$ cat config.mk
export PLATFORM = sky130hd
export DESIGN_NAME = ssrm_top
export DESIGN_NICKNAME = d
export VERILOG_FILES = /design/src/hw/ssrm_pkg.sv /design/src/hw/ssrm_sync.sv /design/src/hw/ssrm_top.sv
export SDC_FILE = /design/constraint.sdc
export NUM_CORES = 1
export LEC_CHECK = 0
export BUFFER_PORTS_ARGS = -buffer_cell sky130_fd_sc_hd__buf_2
export CORE_MARGIN = 2
export CORE_UTILIZATION = 47
export CTS_CLUSTER_DIAMETER = 200
export DETAILED_ROUTE_END_ITERATION = 6
export GPL_TIMING_DRIVEN = 0
export HOLD_SLACK_MARGIN = 0.08
export PLACE_DENSITY = 0.76
export RECOVER_POWER = 50
export SLEW_MARGIN = 20
export SYNTH_ARGS = -nofsm -noshare
export SYNTH_HDL_FRONTEND = slang
export SYNTH_SLANG_ARGS = --single-unit
export TNS_END_PERCENT = 20
$ cat constraint.sdc
create_clock -name I_CLK -period 1.7 [get_ports I_CLK]
set_input_delay 0.34 -clock I_CLK [delete_from_list [all_inputs] [get_ports I_CLK]]
set_output_delay 0.34 -clock I_CLK [all_outputs]
set_load 0.02 [all_outputs]
$ cat src/hw/ssrm_pkg.sv
package ssrm_pkg;

    // frame geometry
    localparam int          FRAME_BITS   = 16;
    localparam int          OUT_COUNT    = 4;
    localparam int          SYNC_STAGES  = 2;

    // incoming word layout
    localparam int          IN_WD_BIT    = 15;
    localparam int          IN_ADDR_HI   = 12;
    localparam int          IN_ADDR_LO   = 8;
    localparam int          IN_SEL_HI    = 4;
    localparam logic [4:0]  ADDR_STATUS  = 5'h00;

    // response word layout
    localparam int          RSP_WD_BIT   = 15;
    localparam int          RSP_UV_BIT   = 14;
    localparam int          RSP_OV_BIT   = 13;

    // view decode: low three bits of the select code
    localparam logic [2:0]  VIEW_FAULT   = 3'h0;
    localparam logic [2:0]  VIEW_GLOBAL1 = 3'h1;
    localparam logic [2:0]  VIEW_LEVEL   = 3'h2;
    localparam logic [2:0]  VIEW_TIMING  = 3'h3;
    localparam logic [2:0]  VIEW_DIRECT  = 3'h4;
    localparam logic [2:0]  VIEW_GLOBAL5 = 3'h5;
    localparam logic [2:0]  VIEW_GLOBAL6 = 3'h6;
    localparam logic [2:0]  VIEW_GLOBAL7 = 3'h7;

    // full select codes of the global views
    localparam logic [4:0]  SEL_ONOFF    = 5'h01;
    localparam logic [4:0]  SEL_SENSE    = 5'h09;
    localparam logic [4:0]  SEL_SUPPLY   = 5'h05;
    localparam logic [4:0]  SEL_WDOG     = 5'h0d;
    localparam logic [4:0]  SEL_FSPIN    = 5'h06;
    localparam logic [4:0]  SEL_DPIN     = 5'h0e;
    localparam logic [4:0]  SEL_OTUPPER  = 5'h0f;

    // values after reset
    localparam logic [4:0]  RST_SELECT   = 5'h00;
    localparam logic [15:0] RST_WORD     = 16'h0000;
    localparam logic [3:0]  RST_NIBBLE   = 4'h0;
    localparam logic [3:0]  RST_COUNT    = 4'h0;

    typedef enum logic {
        LINK_IDLE,
        LINK_FRAME
    } ssrm_link_type;

endpackage

$ cat src/hw/ssrm_sync.sv
`timescale 1ns/1ns
module ssrm_sync #(
    parameter int               WIDTH     = 1,
    parameter logic [WIDTH-1:0] RESET_VAL = '0
) (
    // clock, reset, enable
    input  wire logic             i_clk,
    input  wire logic             i_rstn,
    input  wire logic             i_ce,
    // data
    input  wire logic [WIDTH-1:0] i_async,
    output logic      [WIDTH-1:0] o_sync
);
    import ssrm_pkg::*;

    logic [WIDTH-1:0] meta_reg;
    logic [WIDTH-1:0] meta_next;
    logic [WIDTH-1:0] sync_reg;
    logic [WIDTH-1:0] sync_next;

    always_comb begin
        meta_next = meta_reg;
        sync_next = sync_reg;
        if (i_ce) begin
            meta_next = i_async;
            sync_next = meta_reg;
        end
    end

    always_ff @(posedge i_clk or negedge i_rstn) begin
        if (!i_rstn) begin
            meta_reg <= RESET_VAL;
            sync_reg <= RESET_VAL;
        end else begin
            meta_reg <= meta_next;
            sync_reg <= sync_next;
        end
    end

    assign o_sync = sync_reg;

endmodule

$ cat src/hw/ssrm_top.sv
// Function
// - response: watchdog, supplies, select echo, summary
// - selected view persists until next select
// - only multiple-of-16 frames take effect
// - select code top bits pick output
// - fault view returns four live flags
// - fault pin; latched faults cleared by switch-off
// - code 00001 returns serial on/off bits
// - code 01001 returns sense enable bits
// - level view returns trip level bits
// - timing view returns blanking/disable bits
// - direct view returns direct input config
// - code 00101 returns supply protect config
// - code 01101 returns watchdog field, flag
// - timeout flag only when expired and failsafe
// - code 00110 returns failsafe states
// - failsafe states come from strap pin
// - same view: watchdog enabled, wake level
// - code 01110 returns direct pin levels
// - code 01111 returns upper latch disables
`timescale 1ns/1ns
module ssrm_top (
    // clock, reset, enable
    input  wire logic        I_CLK,
    input  wire logic        I_RSTN,
    input  wire logic        I_CE,
    // serial link pins
    input  wire logic        I_SCLK,
    input  wire logic        I_CS_N,
    input  wire logic        I_SI,
    output logic             O_SO,
    output logic             O_SO_OE,
    // device pins
    input  wire logic        I_WAKE,
    input  wire logic [3:0]  I_DIRECT_PIN,
    input  wire logic [1:0]  I_FAILSAFE_STRAP,
    output logic             O_FAULT_FLAG_PIN_N,
    // programmed configuration
    input  wire logic [3:0]  I_SERIAL_ONOFF_BITS,
    input  wire logic [3:0]  I_SENSE_ENABLE_BITS,
    input  wire logic [15:0] I_CURRENT_LEVEL_CONFIG,
    input  wire logic [15:0] I_BLANKING_OPENLOAD_CONFIG,
    input  wire logic [15:0] I_DIRECT_INPUT_CONFIG,
    input  wire logic [3:0]  I_SUPPLY_PROTECT_CONFIG,
    input  wire logic [1:0]  I_WATCHDOG_PERIOD_SEL,
    input  wire logic [1:0]  I_OVERTEMP_LATCH_UPPER,
    // live status
    input  wire logic        I_WATCHDOG_ENABLED_IND,
    input  wire logic        I_WATCHDOG_EXPIRED,
    input  wire logic        I_FAILSAFE_MODE,
    input  wire logic [3:0]  I_OVERTEMP_FLAG,
    input  wire logic [3:0]  I_OVERCURRENT_HIGH_FLAG,
    input  wire logic [3:0]  I_OVERCURRENT_LOW_FLAG,
    input  wire logic [3:0]  I_OPEN_LOAD_FLAG,
    input  wire logic        I_UNDERVOLTAGE_FLAG,
    input  wire logic        I_OVERVOLTAGE_FLAG,
    // decoded frame results
    output logic [4:0]       O_READBACK_SELECT_CODE,
    output logic             O_WATCHDOG_ECHO
);
    import ssrm_pkg::*;

    // nibble of one output out of a packed per-output field
    function automatic logic [3:0] pick_out(input logic [15:0] flat,
                                            input logic [1:0]  idx);
        pick_out = flat[idx*4 +: 4];
    endfunction

    // pin synchronisers
    localparam int          SYNC_W   = 10;
    localparam logic [9:0]  SYNC_RST = 10'h002;

    logic [9:0] pins_sync;
    logic       sclk_s;
    logic       csn_s;
    logic       si_s;
    logic       wake_s;
    logic [3:0] dpin_s;
    logic [1:0] strap_s;

    ssrm_sync #(
        .WIDTH     (SYNC_W),
        .RESET_VAL (SYNC_RST)
    ) u_sync (
        .i_clk   (I_CLK),
        .i_rstn  (I_RSTN),
        .i_ce    (I_CE),
        .i_async ({I_FAILSAFE_STRAP, I_DIRECT_PIN, I_WAKE, I_SI,
                   I_CS_N, I_SCLK}),
        .o_sync  (pins_sync)
    );

    assign sclk_s  = pins_sync[0];
    assign csn_s   = pins_sync[1];
    assign si_s    = pins_sync[2];
    assign wake_s  = pins_sync[3];
    assign dpin_s  = pins_sync[7:4];
    assign strap_s = pins_sync[9:8];

    // response word assembly
    logic [4:0]  sel_reg;
    logic        wd_echo_reg;
    logic [3:0]  latched_reg;
    logic [3:0]  fault_summary;
    logic [3:0]  view_nibble;
    logic [15:0] rsp_word;
    logic [1:0]  out_idx;
    logic [3:0]  ot_latch_dis;
    logic        wd_expired_flag;
    logic        failsafe_state_out2;
    logic        failsafe_state_out0;

    assign out_idx = sel_reg[4:3];
    // latching of overtemperature is off where the disable bit is 1
    assign ot_latch_dis = {I_OVERTEMP_LATCH_UPPER,
                           I_SUPPLY_PROTECT_CONFIG[3:2]};
    assign wd_expired_flag = I_WATCHDOG_EXPIRED & I_FAILSAFE_MODE;
    // strap code read straight as the two fail-safe states
    assign failsafe_state_out2 = strap_s[1];
    assign failsafe_state_out0 = strap_s[0];
    assign fault_summary = latched_reg | I_OVERTEMP_FLAG
                         | I_OVERCURRENT_HIGH_FLAG | I_OVERCURRENT_LOW_FLAG
                         | I_OPEN_LOAD_FLAG;

    always_comb begin
        view_nibble = RST_NIBBLE;
        case (sel_reg[2:0])
            VIEW_FAULT: begin
                view_nibble = {I_OVERTEMP_FLAG[out_idx],
                               I_OVERCURRENT_HIGH_FLAG[out_idx],
                               I_OVERCURRENT_LOW_FLAG[out_idx],
                               I_OPEN_LOAD_FLAG[out_idx]};
            end
            VIEW_GLOBAL1: begin
                if (sel_reg == SEL_ONOFF) begin
                    view_nibble = I_SERIAL_ONOFF_BITS;
                end else if (sel_reg == SEL_SENSE) begin
                    view_nibble = I_SENSE_ENABLE_BITS;
                end
            end
            VIEW_LEVEL: begin
                view_nibble = pick_out(I_CURRENT_LEVEL_CONFIG,
                                       out_idx);
            end
            VIEW_TIMING: begin
                view_nibble = pick_out(I_BLANKING_OPENLOAD_CONFIG,
                                       out_idx);
            end
            VIEW_DIRECT: begin
                view_nibble = pick_out(I_DIRECT_INPUT_CONFIG,
                                       out_idx);
            end
            VIEW_GLOBAL5: begin
                if (sel_reg == SEL_SUPPLY) begin
                    view_nibble = I_SUPPLY_PROTECT_CONFIG;
                end else if (sel_reg == SEL_WDOG) begin
                    view_nibble = {1'b0, wd_expired_flag,
                                   I_WATCHDOG_PERIOD_SEL};
                end
            end
            VIEW_GLOBAL6: begin
                if (sel_reg == SEL_FSPIN) begin
                    view_nibble = {failsafe_state_out2,
                                   failsafe_state_out0,
                                   I_WATCHDOG_ENABLED_IND,
                                   wake_s};
                end else if (sel_reg == SEL_DPIN) begin
                    view_nibble = dpin_s;
                end
            end
            VIEW_GLOBAL7: begin
                // don't-care low bits returned as zero
                if (sel_reg == SEL_OTUPPER) begin
                    view_nibble = {I_OVERTEMP_LATCH_UPPER, 2'b00};
                end
            end
            default: begin
                view_nibble = RST_NIBBLE;
            end
        endcase
    end

    assign rsp_word = {wd_echo_reg, I_UNDERVOLTAGE_FLAG,
                       I_OVERVOLTAGE_FLAG, sel_reg, fault_summary,
                       view_nibble};

    // serial link: one shift register serves status out and daisy chain
    ssrm_link_type link_reg;
    ssrm_link_type link_next;
    logic          sclk_q_reg;
    logic          csn_q_reg;
    logic [15:0]   shift_reg;
    logic [15:0]   shift_next;
    logic [3:0]    cnt_reg;
    logic [3:0]    cnt_next;
    logic          seen_reg;
    logic          seen_next;
    logic          so_reg;
    logic          so_next;
    logic          oe_reg;
    logic          oe_next;
    logic [4:0]    sel_next;
    logic          wd_echo_next;
    logic          cs_fall;
    logic          cs_rise;
    logic          sclk_rise;
    logic          sclk_fall;

    assign cs_fall   = csn_q_reg & ~csn_s;
    assign cs_rise   = ~csn_q_reg & csn_s;
    assign sclk_rise = ~sclk_q_reg & sclk_s;
    assign sclk_fall = sclk_q_reg & ~sclk_s;

    always_comb begin
        link_next    = link_reg;
        shift_next   = shift_reg;
        cnt_next     = cnt_reg;
        seen_next    = seen_reg;
        so_next      = so_reg;
        oe_next      = oe_reg;
        sel_next     = sel_reg;
        wd_echo_next = wd_echo_reg;
        case (link_reg)
            LINK_IDLE: begin
                if (cs_fall) begin
                    // word is frozen at select so it cannot tear
                    shift_next = rsp_word;
                    so_next    = rsp_word[FRAME_BITS-1];
                    oe_next    = 1'b1;
                    cnt_next   = RST_COUNT;
                    seen_next  = 1'b0;
                    link_next  = LINK_FRAME;
                end
            end
            LINK_FRAME: begin
                if (cs_rise) begin
                    oe_next   = 1'b0;
                    link_next = LINK_IDLE;
                    if (seen_reg && cnt_reg == RST_COUNT) begin
                        wd_echo_next = shift_reg[IN_WD_BIT];
                        if (shift_reg[IN_ADDR_HI:IN_ADDR_LO]
                                == ADDR_STATUS) begin
                            sel_next = shift_reg[IN_SEL_HI:0];
                        end
                    end
                end else if (sclk_rise) begin
                    shift_next = {shift_reg[FRAME_BITS-2:0], si_s};
                    cnt_next   = cnt_reg + 4'h1;
                    seen_next  = 1'b1;
                end else if (sclk_fall) begin
                    so_next = shift_reg[FRAME_BITS-1];
                end
            end
            default: begin
                link_next = LINK_IDLE;
            end
        endcase
    end

    always_ff @(posedge I_CLK or negedge I_RSTN) begin
        if (!I_RSTN) begin
            link_reg    <= LINK_IDLE;
            sclk_q_reg  <= 1'b0;
            csn_q_reg   <= 1'b1;
            shift_reg   <= RST_WORD;
            cnt_reg     <= RST_COUNT;
            seen_reg    <= 1'b0;
            so_reg      <= 1'b0;
            oe_reg      <= 1'b0;
            sel_reg     <= RST_SELECT;
            wd_echo_reg <= 1'b0;
        end else if (I_CE) begin
            link_reg    <= link_next;
            sclk_q_reg  <= sclk_s;
            csn_q_reg   <= csn_s;
            shift_reg   <= shift_next;
            cnt_reg     <= cnt_next;
            seen_reg    <= seen_next;
            so_reg      <= so_next;
            oe_reg      <= oe_next;
            sel_reg     <= sel_next;
            wd_echo_reg <= wd_echo_next;
        end
    end

    // fault pin and latched faults
    logic [3:0] latched_next;
    logic [3:0] onoff_q_reg;
    logic [3:0] dpin_q_reg;
    logic [3:0] switch_off;
    logic [3:0] latch_set;
    logic       fault_n_reg;
    logic       fault_n_next;

    // a falling command bit or direct pin is a switch-off request
    assign switch_off = (onoff_q_reg & ~I_SERIAL_ONOFF_BITS)
                      | (dpin_q_reg & ~dpin_s);
    assign latch_set  = I_OVERCURRENT_HIGH_FLAG | I_OVERCURRENT_LOW_FLAG
                      | (I_OVERTEMP_FLAG & ~ot_latch_dis);

    always_comb begin
        // set beats a clear in the same cycle
        latched_next = (latched_reg & ~switch_off) | latch_set;
        fault_n_next = ~(|fault_summary | I_UNDERVOLTAGE_FLAG
                         | I_OVERVOLTAGE_FLAG);
    end

    always_ff @(posedge I_CLK or negedge I_RSTN) begin
        if (!I_RSTN) begin
            latched_reg <= RST_NIBBLE;
            onoff_q_reg <= RST_NIBBLE;
            dpin_q_reg  <= RST_NIBBLE;
            fault_n_reg <= 1'b1;
        end else if (I_CE) begin
            latched_reg <= latched_next;
            onoff_q_reg <= I_SERIAL_ONOFF_BITS;
            dpin_q_reg  <= dpin_s;
            fault_n_reg <= fault_n_next;
        end
    end

    assign O_SO                   = so_reg;
    assign O_SO_OE                = oe_reg;
    assign O_FAULT_FLAG_PIN_N     = fault_n_reg;
    assign O_READBACK_SELECT_CODE = sel_reg;
    assign O_WATCHDOG_ECHO        = wd_echo_reg;

endmodule

==> reports/results.txt, run 1 <==
The checks that failed: setup timing. The number of synthesis warnings was 0. After detailed routing, the average wire length per cell comes to 17.8 um. The flow ran to the end, but the final reports show violations. For the number of filler instances in the final layout, the log shows 660. For the number of max-cap violations, the log shows 0. The clock root buffer master was sky130_fd_sc_hd__clkbuf_8. The number of global-route vias before repair was 3,484. The run gives 319 as the starting DRC count in detailed routing. TritonCTS built the clock tree.

The number of nets with antenna violations after routing is 0. The share of synthesized area in the top cell type comes to 41.0%. The run gives 11.7 ps as the final worst clock skew. The number of cells on the worst reg-to-reg path is 7.

The delay of the slowest cell on the worst path was 480 ps; the first-pass GRT wire length was 17.1 mm. Setup slack on the worst reg-to-reg path comes out at -360 ps. The cell-internal power was 3800 uW.

The critical path ends at shift_reg[1]. The post-synthesis area per instance was 10.2 um^2. The tools report the setup slack of the critical path after layout as -356 ps. The horizontal extent of the die is 93.0 um.

Synthesis handed over a netlist of 365 instances. Cell row count: 32. The kind of start point of the critical path is a flip-flop.

STA classifies the critical path endpoint as a flip-flop. Dividing the detail-routed via count by the number of cells gives 5.86. The largest driver fanout on the critical path is 5.

The initial utilization of the core area, before any placement, comes to 48.4%. The register with the most flip-flops in the layout has 16 of them. Counting the buffers created by CTS gives 9. After clock tree synthesis, the clock-pin slew on the worst setup and hold paths is 70 ps. The logs give 0.655 mV for the largest voltage drop on the vdd net and 19.0% for the power share of the clock group. The count of pins over their slew limit was 0; the flip-flop and latch count after synthesis was 65.

At the end of routability-driven placement, the weighted congestion stood at 0.861. The placeable core area is 0.00769 mm^2, and the deepest level of the CTS H-tree is 3. For the hold slack, the log shows 139 ps. Ranked by total cell area, the synthesized netlist is headed by sky130_fd_sc_hd__dfrtp_1, sky130_fd_sc_hd__mux2_2, sky130_fd_sc_hd__mux4_2. In this run switching power makes up 38.5% of total power.

The synthesis-to-layout area growth is 29.0%. The netlist uses 57 different library cells. In this run the power spent charging and discharging nets is 2380 uW.

The first detailed-routing pass took 5 iterations. Entering global routing, the biggest net connects 56 pins. The start of the worst register-to-register path was O_READBACK_SELECT_CODE[2]. At the worst endpoint, the required time is 1920 ps. The run gives 7.93 mm as the post-detailed-placement half-perimeter wirelength.

The run gives 2 as the clock tree buffer depth. The count of input and output buffers came out at 106. For the hold violation total from the final report, the log shows 0.

The critical path goes through and3b_1 > buf_6 > buf_6 > mux4_2 > o22a_1 > a221oi_2 > o21ai_1. The library cell used most frequently in the layout, excluding fill and tap cells, is sky130_fd_sc_hd__buf_2. Counting I/O delays and the setup requirement, the final critical path takes 2060 ps. The die is 93.0 um tall. For the pin with the worst max-slew slack, the measured transition is 681 ps. For this run, the leading register cell type out of synthesis is sky130_fd_sc_hd__dfrtp_1.

Power spread over the standard cell area amounts to 1290 mW/mm^2. Share of the clock period used by the worst path after layout: 121%. The max-slew headroom at the worst pin was 54.0%; the post-place setup slack was -509 ps. Leaving out filler cells and counting taps, the final layout contains 602.

In this run the critical register-to-register path is captured at shift_reg[1]. Library cell contributing the largest single delay on the critical path: sky130_fd_sc_hd__mux4_2. For this run the aggregate overflow at the end of global routing stands at 0. The type of the most critical hold path was in -> reg. After detailed routing, the number of remaining DRC violations is 0. Setup repair after global routing could not meet its margin everywhere. The tools report the area taken by multi-input logic gates as 0.00201 mm^2. Leaving out fill and tap cells, the most frequent cells in the layout are sky130_fd_sc_hd__buf_2, sky130_fd_sc_hd__dfrtp_1, sky130_fd_sc_hd__o21ai_0. When the netlist entered floorplanning its net count stood at 465. The tools report the worst hold path startpoint as I_OVERVOLTAGE_FLAG. After synthesis, the share of flip-flops with an asynchronous set or reset is 100%. Across every metal layer, demand over resource in global routing totals 25.5%. Summed over all layers, the routed wires come to 10.7 mm. Summing all flip-flop and latch instances after layout gives 0.00164 mm^2.

CTS saw 65 sinks. The logs give 0 for the number of antenna violations at the first check in global routing and 350 ps for the clock latency on the worst-skew pair. Counting flops with a built-in enable in the synthesized netlist gives 0.

The achievable clock frequency is 486 MHz. The logs give 2280 ps for the arrival time at the worst endpoint and 43.8% for the sequential area share after synthesis. Setup violations remaining at the end of the flow were counted as 18. The count of pins on the block boundary was 107.

The launch point of the critical path is O_READBACK_SELECT_CODE[2]. Cells with a size suffix above 1 make up 43.2% of the layout. The cell with the most instances on the worst path was sky130_fd_sc_hd__buf_6.

The tools report the area enclosed by the die boundary as 0.00865 mm^2. The cell type with the largest total area after synthesis is sky130_fd_sc_hd__dfrtp_1. Sequential cells account for 37.3% of the total power.

Critical path start-end classification: reg -> reg. For the fraction of power consumed by combinational cells, the log shows 43.7%. The leakage power figure is 0.00217 uW, and the summed instance area of the synthesized netlist is 0.00372 mm^2. 0 antenna diodes ended up in the layout. The via count of the routed design was 3,528; the total placed cells including tap cells was 574.

The net count of the finished layout is 595.
cell families after synthesis:
| kind of cell | synth area share, % |
|---|---|
| simple gates | 14.2 |
| compound gates | 16.9 |
| flops | 43.8 |
| mux | 19.0 |
| buf+inv | 4.91 |
| xor+xnor | 0.471 |
| fa+ha+maj | 0.672 |
critical path: cells and delay by family (launching register included):
family / cells / cell delay (ps)
buffers and inverters: 2 / 240
DFF: 1 / 410
and+or+nand+nor: 1 / 230
AOI/OAI and AO/OA: 3 / 570
muxes: 1 / 480
power by group through the flow:
stage / sequential (uW) / clock, uW / combinational [uW]
finish: 2300 / 1170 / 2700
global route: 2350 / 1250 / 2920
CTS: 2290 / 1180 / 2520
detailed placement: 2330 / 0 / 2280
global placement: 2300 / 0 / 2210
floorplan: 2310 / 0 / 1540
layout make-up:
cell class / count / area share [%]
Clock buffer: 11 / 2.94
Tap cell: 102 / 2.66
Clock inverter: 5 / 0.651
Multi-Input combinational cell: 258 / 41.8
Sequential cell: 65 / 34.1
Buffer: 22 / 2.97
Inverter: 19 / 1.48
Timing Repair Buffer: 120 / 13.4
worst min-delay path by stage:
stage                                end  slack (ps)  depth (start not counted)
3_5_place_dp          u_sync.meta_reg[0]         200                          1
4_1_cts               O_FAULT_FLAG_PIN_N         140                          2
5_1_grt               O_FAULT_FLAG_PIN_N         130                          2
2_1_floorplan  O_READBACK_SELECT_CODE[0]          40                          0
6_report              O_FAULT_FLAG_PIN_N         140                          2
3_3_place_gp            u_sync.o_sync[0]         460                          2
metrics by stage:
stage | total power [uW] | utilization, % | setup TNS [ps] | instance area [um^2]
5_1_grt | 6520 | 62.5 | -4140 | 4800
2_1_floorplan | 3850 | - | -1450 | 3730
4_1_cts | 5980 | 61.7 | -1900 | 4750
6_report | 6170 | 62.5 | -1820 | 4800
3_3_place_gp | 4520 | 57.1 | -10170 | 4390
3_5_place_dp | 4610 | 57.5 | -10750 | 4420
what timing repair did:
| item | 4_1_cts | 5_1_grt |
|---|---|---|
| resized for setup | 27 | 14 |
| endpoints found under the hold margin | 10 | 0 |
| hold buffers | 1 | 0 |
| endpoints found under the setup margin | 24 | 27 |
| pin swaps | 6 | 4 |
| setup buffers | 7 | 5 |
metal layers:
metal / track usage [%] / vias up / routed length (um)
li1: - / 1616 / -
met1: 33.6 / 1720 / 4450
met2: 40.2 / 160 / 5200
met3: 7.09 / 32 / 779
met4: 9.80 / 0 / 301
met5: 0 / - / 0
cells in the mapped netlist (6+ instances only):
cell	n
sky130_fd_sc_hd__o21ai_0	42
sky130_fd_sc_hd__nor2_1	25
sky130_fd_sc_hd__mux2i_1	10
sky130_fd_sc_hd__nand2_1	39
sky130_fd_sc_hd__inv_1	19
sky130_fd_sc_hd__a21oi_1	8
sky130_fd_sc_hd__clkbuf_1	14
sky130_fd_sc_hd__mux4_2	13
sky130_fd_sc_hd__o22ai_1	6
sky130_fd_sc_hd__mux2_2	28
sky130_fd_sc_hd__dfrtp_1	61
Power figures use the tool's default switching activity.
==> inputs of run 2 (changes only) <==
--- a/config.mk
+++ b/config.mk
@@ -14,6 +14,7 @@
 export HOLD_SLACK_MARGIN = 0.08
 export PLACE_DENSITY = 0.76
 export RECOVER_POWER = 50
+export SKIP_CTS_REPAIR_TIMING = 1
 export SLEW_MARGIN = 20
 export SYNTH_ARGS = -nofsm -noshare
 export SYNTH_HDL_FRONTEND = slang
==> run 2 against run 1 <==
Utilization is 0.81 points higher. Sequential cell count stayed put. Critical path type unchanged. The flow still finishes with violations (setup timing). Clock power hardly changed. Largest power group unchanged. Worst hold slack better by 4.5 ps. First-iteration DRC count is 0.94% lower. Design area is 1.3% higher. Final cell count is 1.3% higher.
==> reports/results.txt, run 2 (synthesized netlist as in run 1, its figures left out) <==
The run gives -397 ps (-40.7 ps) as the setup slack of the critical path after layout. The pin count of the biggest net entering global routing came out at 56 (unchanged). The largest voltage drop on the vdd net is 0.655 mV (about the same), and the horizontal extent of the die is 93.0 um (unchanged).

The number of cells on the worst reg-to-reg path was 7 (unchanged); the share of the clock period used by the worst path after layout was 123% (+2.4 points). Deepest level of the CTS H-tree: 3 (unchanged). The cell row count was 32 (unchanged). Total power: 6140 uW (-0.54%). Commonest non-fill, non-tap cell in the layout: sky130_fd_sc_hd__buf_2.

The total placed cells including tap cells was 574 (unchanged). The area of placed instances was 0.00442 mm^2 (unchanged). The flow ran to the end, but the final reports show violations. The logs give 143 ps (+4.46 ps) for the hold slack and 65 (unchanged) for the TritonCTS sink count.

Type of the most critical hold path: in -> reg. The post-route standard cell area excluding fillers came out at 0.00487 mm^2 (+1.3%). In the layout the commonest cells are sky130_fd_sc_hd__buf_2, sky130_fd_sc_hd__dfrtp_1, sky130_fd_sc_hd__nand2_1. The start of the worst register-to-register path was O_READBACK_SELECT_CODE[2]. The non-filler instance count after layout is 610 (+1.3%). The tools report the arrival time at the worst endpoint as 2320 ps (+40 ps). The average wire per standard cell was 17.8 um (-0.42%). The clock latency on the worst-skew pair is 350 ps (about the same), and the area enclosed by the die boundary is 0.00865 mm^2 (unchanged).

Number of filler instances in the final layout: 645 (-2.3%). Remaining global-route overflow: 0 (unchanged). The tools report the via count of the routed design as 3,570 (+1.2%). The root buffer cell chosen for the clock tree is sky130_fd_sc_hd__clkbuf_8. The logs give 16.8 mm (-1.8%) for the first-pass GRT wire length and 107 (unchanged) for the count of pins on the block boundary.

The final reports fail on setup timing. For the number of design rule violations left after detail routing, the log shows 0 (unchanged). Starting DRC count in detailed routing: 316 (-0.94%).

Worst hold path startpoint: I_OVERVOLTAGE_FLAG. The post-detailed-placement half-perimeter wirelength was 7.93 mm (unchanged). The capture endpoint of the worst hold path was O_FAULT_FLAG_PIN_N.

The tools report the number of global-route vias before repair as 3,406 (-2.2%). The count of pins over their slew limit is 0 (unchanged), and the number of stages on the worst hold path is 2 (unchanged). The worst register-to-register path ends at shift_reg[1].

The worst setup path is captured at a flip-flop. The logs give 0.00222 uW (+2.3%) for the leakage power figure and 0 (unchanged) for the number of nets with antenna violations after routing. The run gives 48.4% (unchanged) as the effective utilization at floorplan. The number of antenna violations at the first check in global routing is 0 (unchanged). For the number of nets in the finished design, the log shows 603 (+1.3%). The final period demand of the worst path is 2100 ps (+40.7 ps). The tools report the kind of start point of the critical path as a flip-flop.

The hold violation total from the final report came out at 0 (unchanged). Pin slew with the least headroom to its limit: 735 ps (+54.0 ps). The number of max-cap violations was 0 (unchanged); the layout cell share with drive strength beyond 1 was 43.9% (+0.70 points).

Placeable core area: 0.00769 mm^2 (unchanged). The launch point of the critical path was O_READBACK_SELECT_CODE[2]. The reg2reg setup slack was -400 ps (-40 ps). The final worst clock skew was 12.4 ps (+0.726 ps); the max-slew headroom at the worst pin was 50.3% (-3.7 points). TritonCTS built the clock tree.

The synthesis-to-layout area growth works out to 30.7%. The tools report the clock tree buffer depth as 2 (unchanged). Post-route core utilization: 63.3% (+0.81 points). The count of input and output buffers came out at 106 (unchanged). The clock transition at the registers of the reported paths was 70 ps (about the same). The final weighted congestion in routability-driven placement is 0.861 (unchanged). The total iterations of the first detailed-routing run is 5 (unchanged). The tools report the required time at the endpoint of the critical path as 1920 ps (about the same). The final count of negative-setup-slack endpoints came out at 19 (+1).

The logs give 9 (unchanged) for the number of buffers inserted during clock tree synthesis and 25.0% (-0.50 points) for the combined global-route utilization of all metal layers. The run gives 10.8 mm (+0.90%) as the detailed-route wire length. The critical path is of the reg -> reg type. The number of flip-flops in the largest register was 16 (unchanged); the antenna diode count was 0 (unchanged). The height of the die works out to 93.0 um (unchanged). The total power density per cell area was 1260 mW/mm^2 (-1.8%). The achievable clock frequency is 477 MHz (-1.9%), and the largest driver fanout on the critical path is 5 (unchanged). The routed via count divided by cell count came out at 5.85 (-0.14%).

Setup repair after global routing could not meet its margin everywhere.
run 2: power breakdown:
part / leakage (uW) / internal (uW) / switching (uW)
logic: 0.00136 / 1240 / 1400
registers: 0.000779 / 1970 / 371
clock network: 0.0000891 / 563 / 603
run 2: layer usage:
| metal | global-route usage, % | up-vias | share of wire [%] |
|---|---|---|---|
| met2 | 40.0 | 175 | 50 |
| met5 | 0 | - | 0 |
| met4 | 9.80 | 0 | 1.9 |
| met1 | 33.0 | 1748 | 40 |
| li1 | - | 1621 | - |
| met3 | 5.96 | 26 | 7.9 |
run 2: stage by stage:
step	setup slack, ps	setup TNS [ps]
finish	-397	-2710
global route	-459	-4840
CTS	-534	-8910
detailed placement	-509	-10750
global placement	-470	-10170
floorplan	-279	-1450
run 2: worst max-delay path by stage:
stage,slack [ps],endpoint,cells past startpoint
4_1_cts,-530,shift_reg[2],7
5_1_grt,-460,shift_reg[1],7
3_3_place_gp,-470,shift_reg[2],7
3_5_place_dp,-510,shift_reg[2],7
2_1_floorplan,-280,shift_reg[1],7
6_report,-400,shift_reg[1],7
run 2: final cells by class:
class / instances / area (um^2) / area share (%)
plain buffers: 22 / 150 / 3.08
clock buffers: 11 / 141 / 2.90
inverters: 19 / 71.3 / 1.47
clock inverters: 5 / 31.3 / 0.643
well taps: 102 / 128 / 2.62
repair buffers: 128 / 708 / 14.6
flip-flops and latches: 65 / 1640 / 33.7
multi-input cells: 258 / 2000 / 41.1
run 2: critical path: stages, from the launching register on:
cell and delay (ps):
sky130_fd_sc_hd__dfrtp_2 430, sky130_fd_sc_hd__and3b_1 240, sky130_fd_sc_hd__buf_6 140, sky130_fd_sc_hd__buf_8 110, sky130_fd_sc_hd__mux4_2 480, sky130_fd_sc_hd__o22a_1 190, sky130_fd_sc_hd__a221oi_2 280, sky130_fd_sc_hd__o21ai_1 110
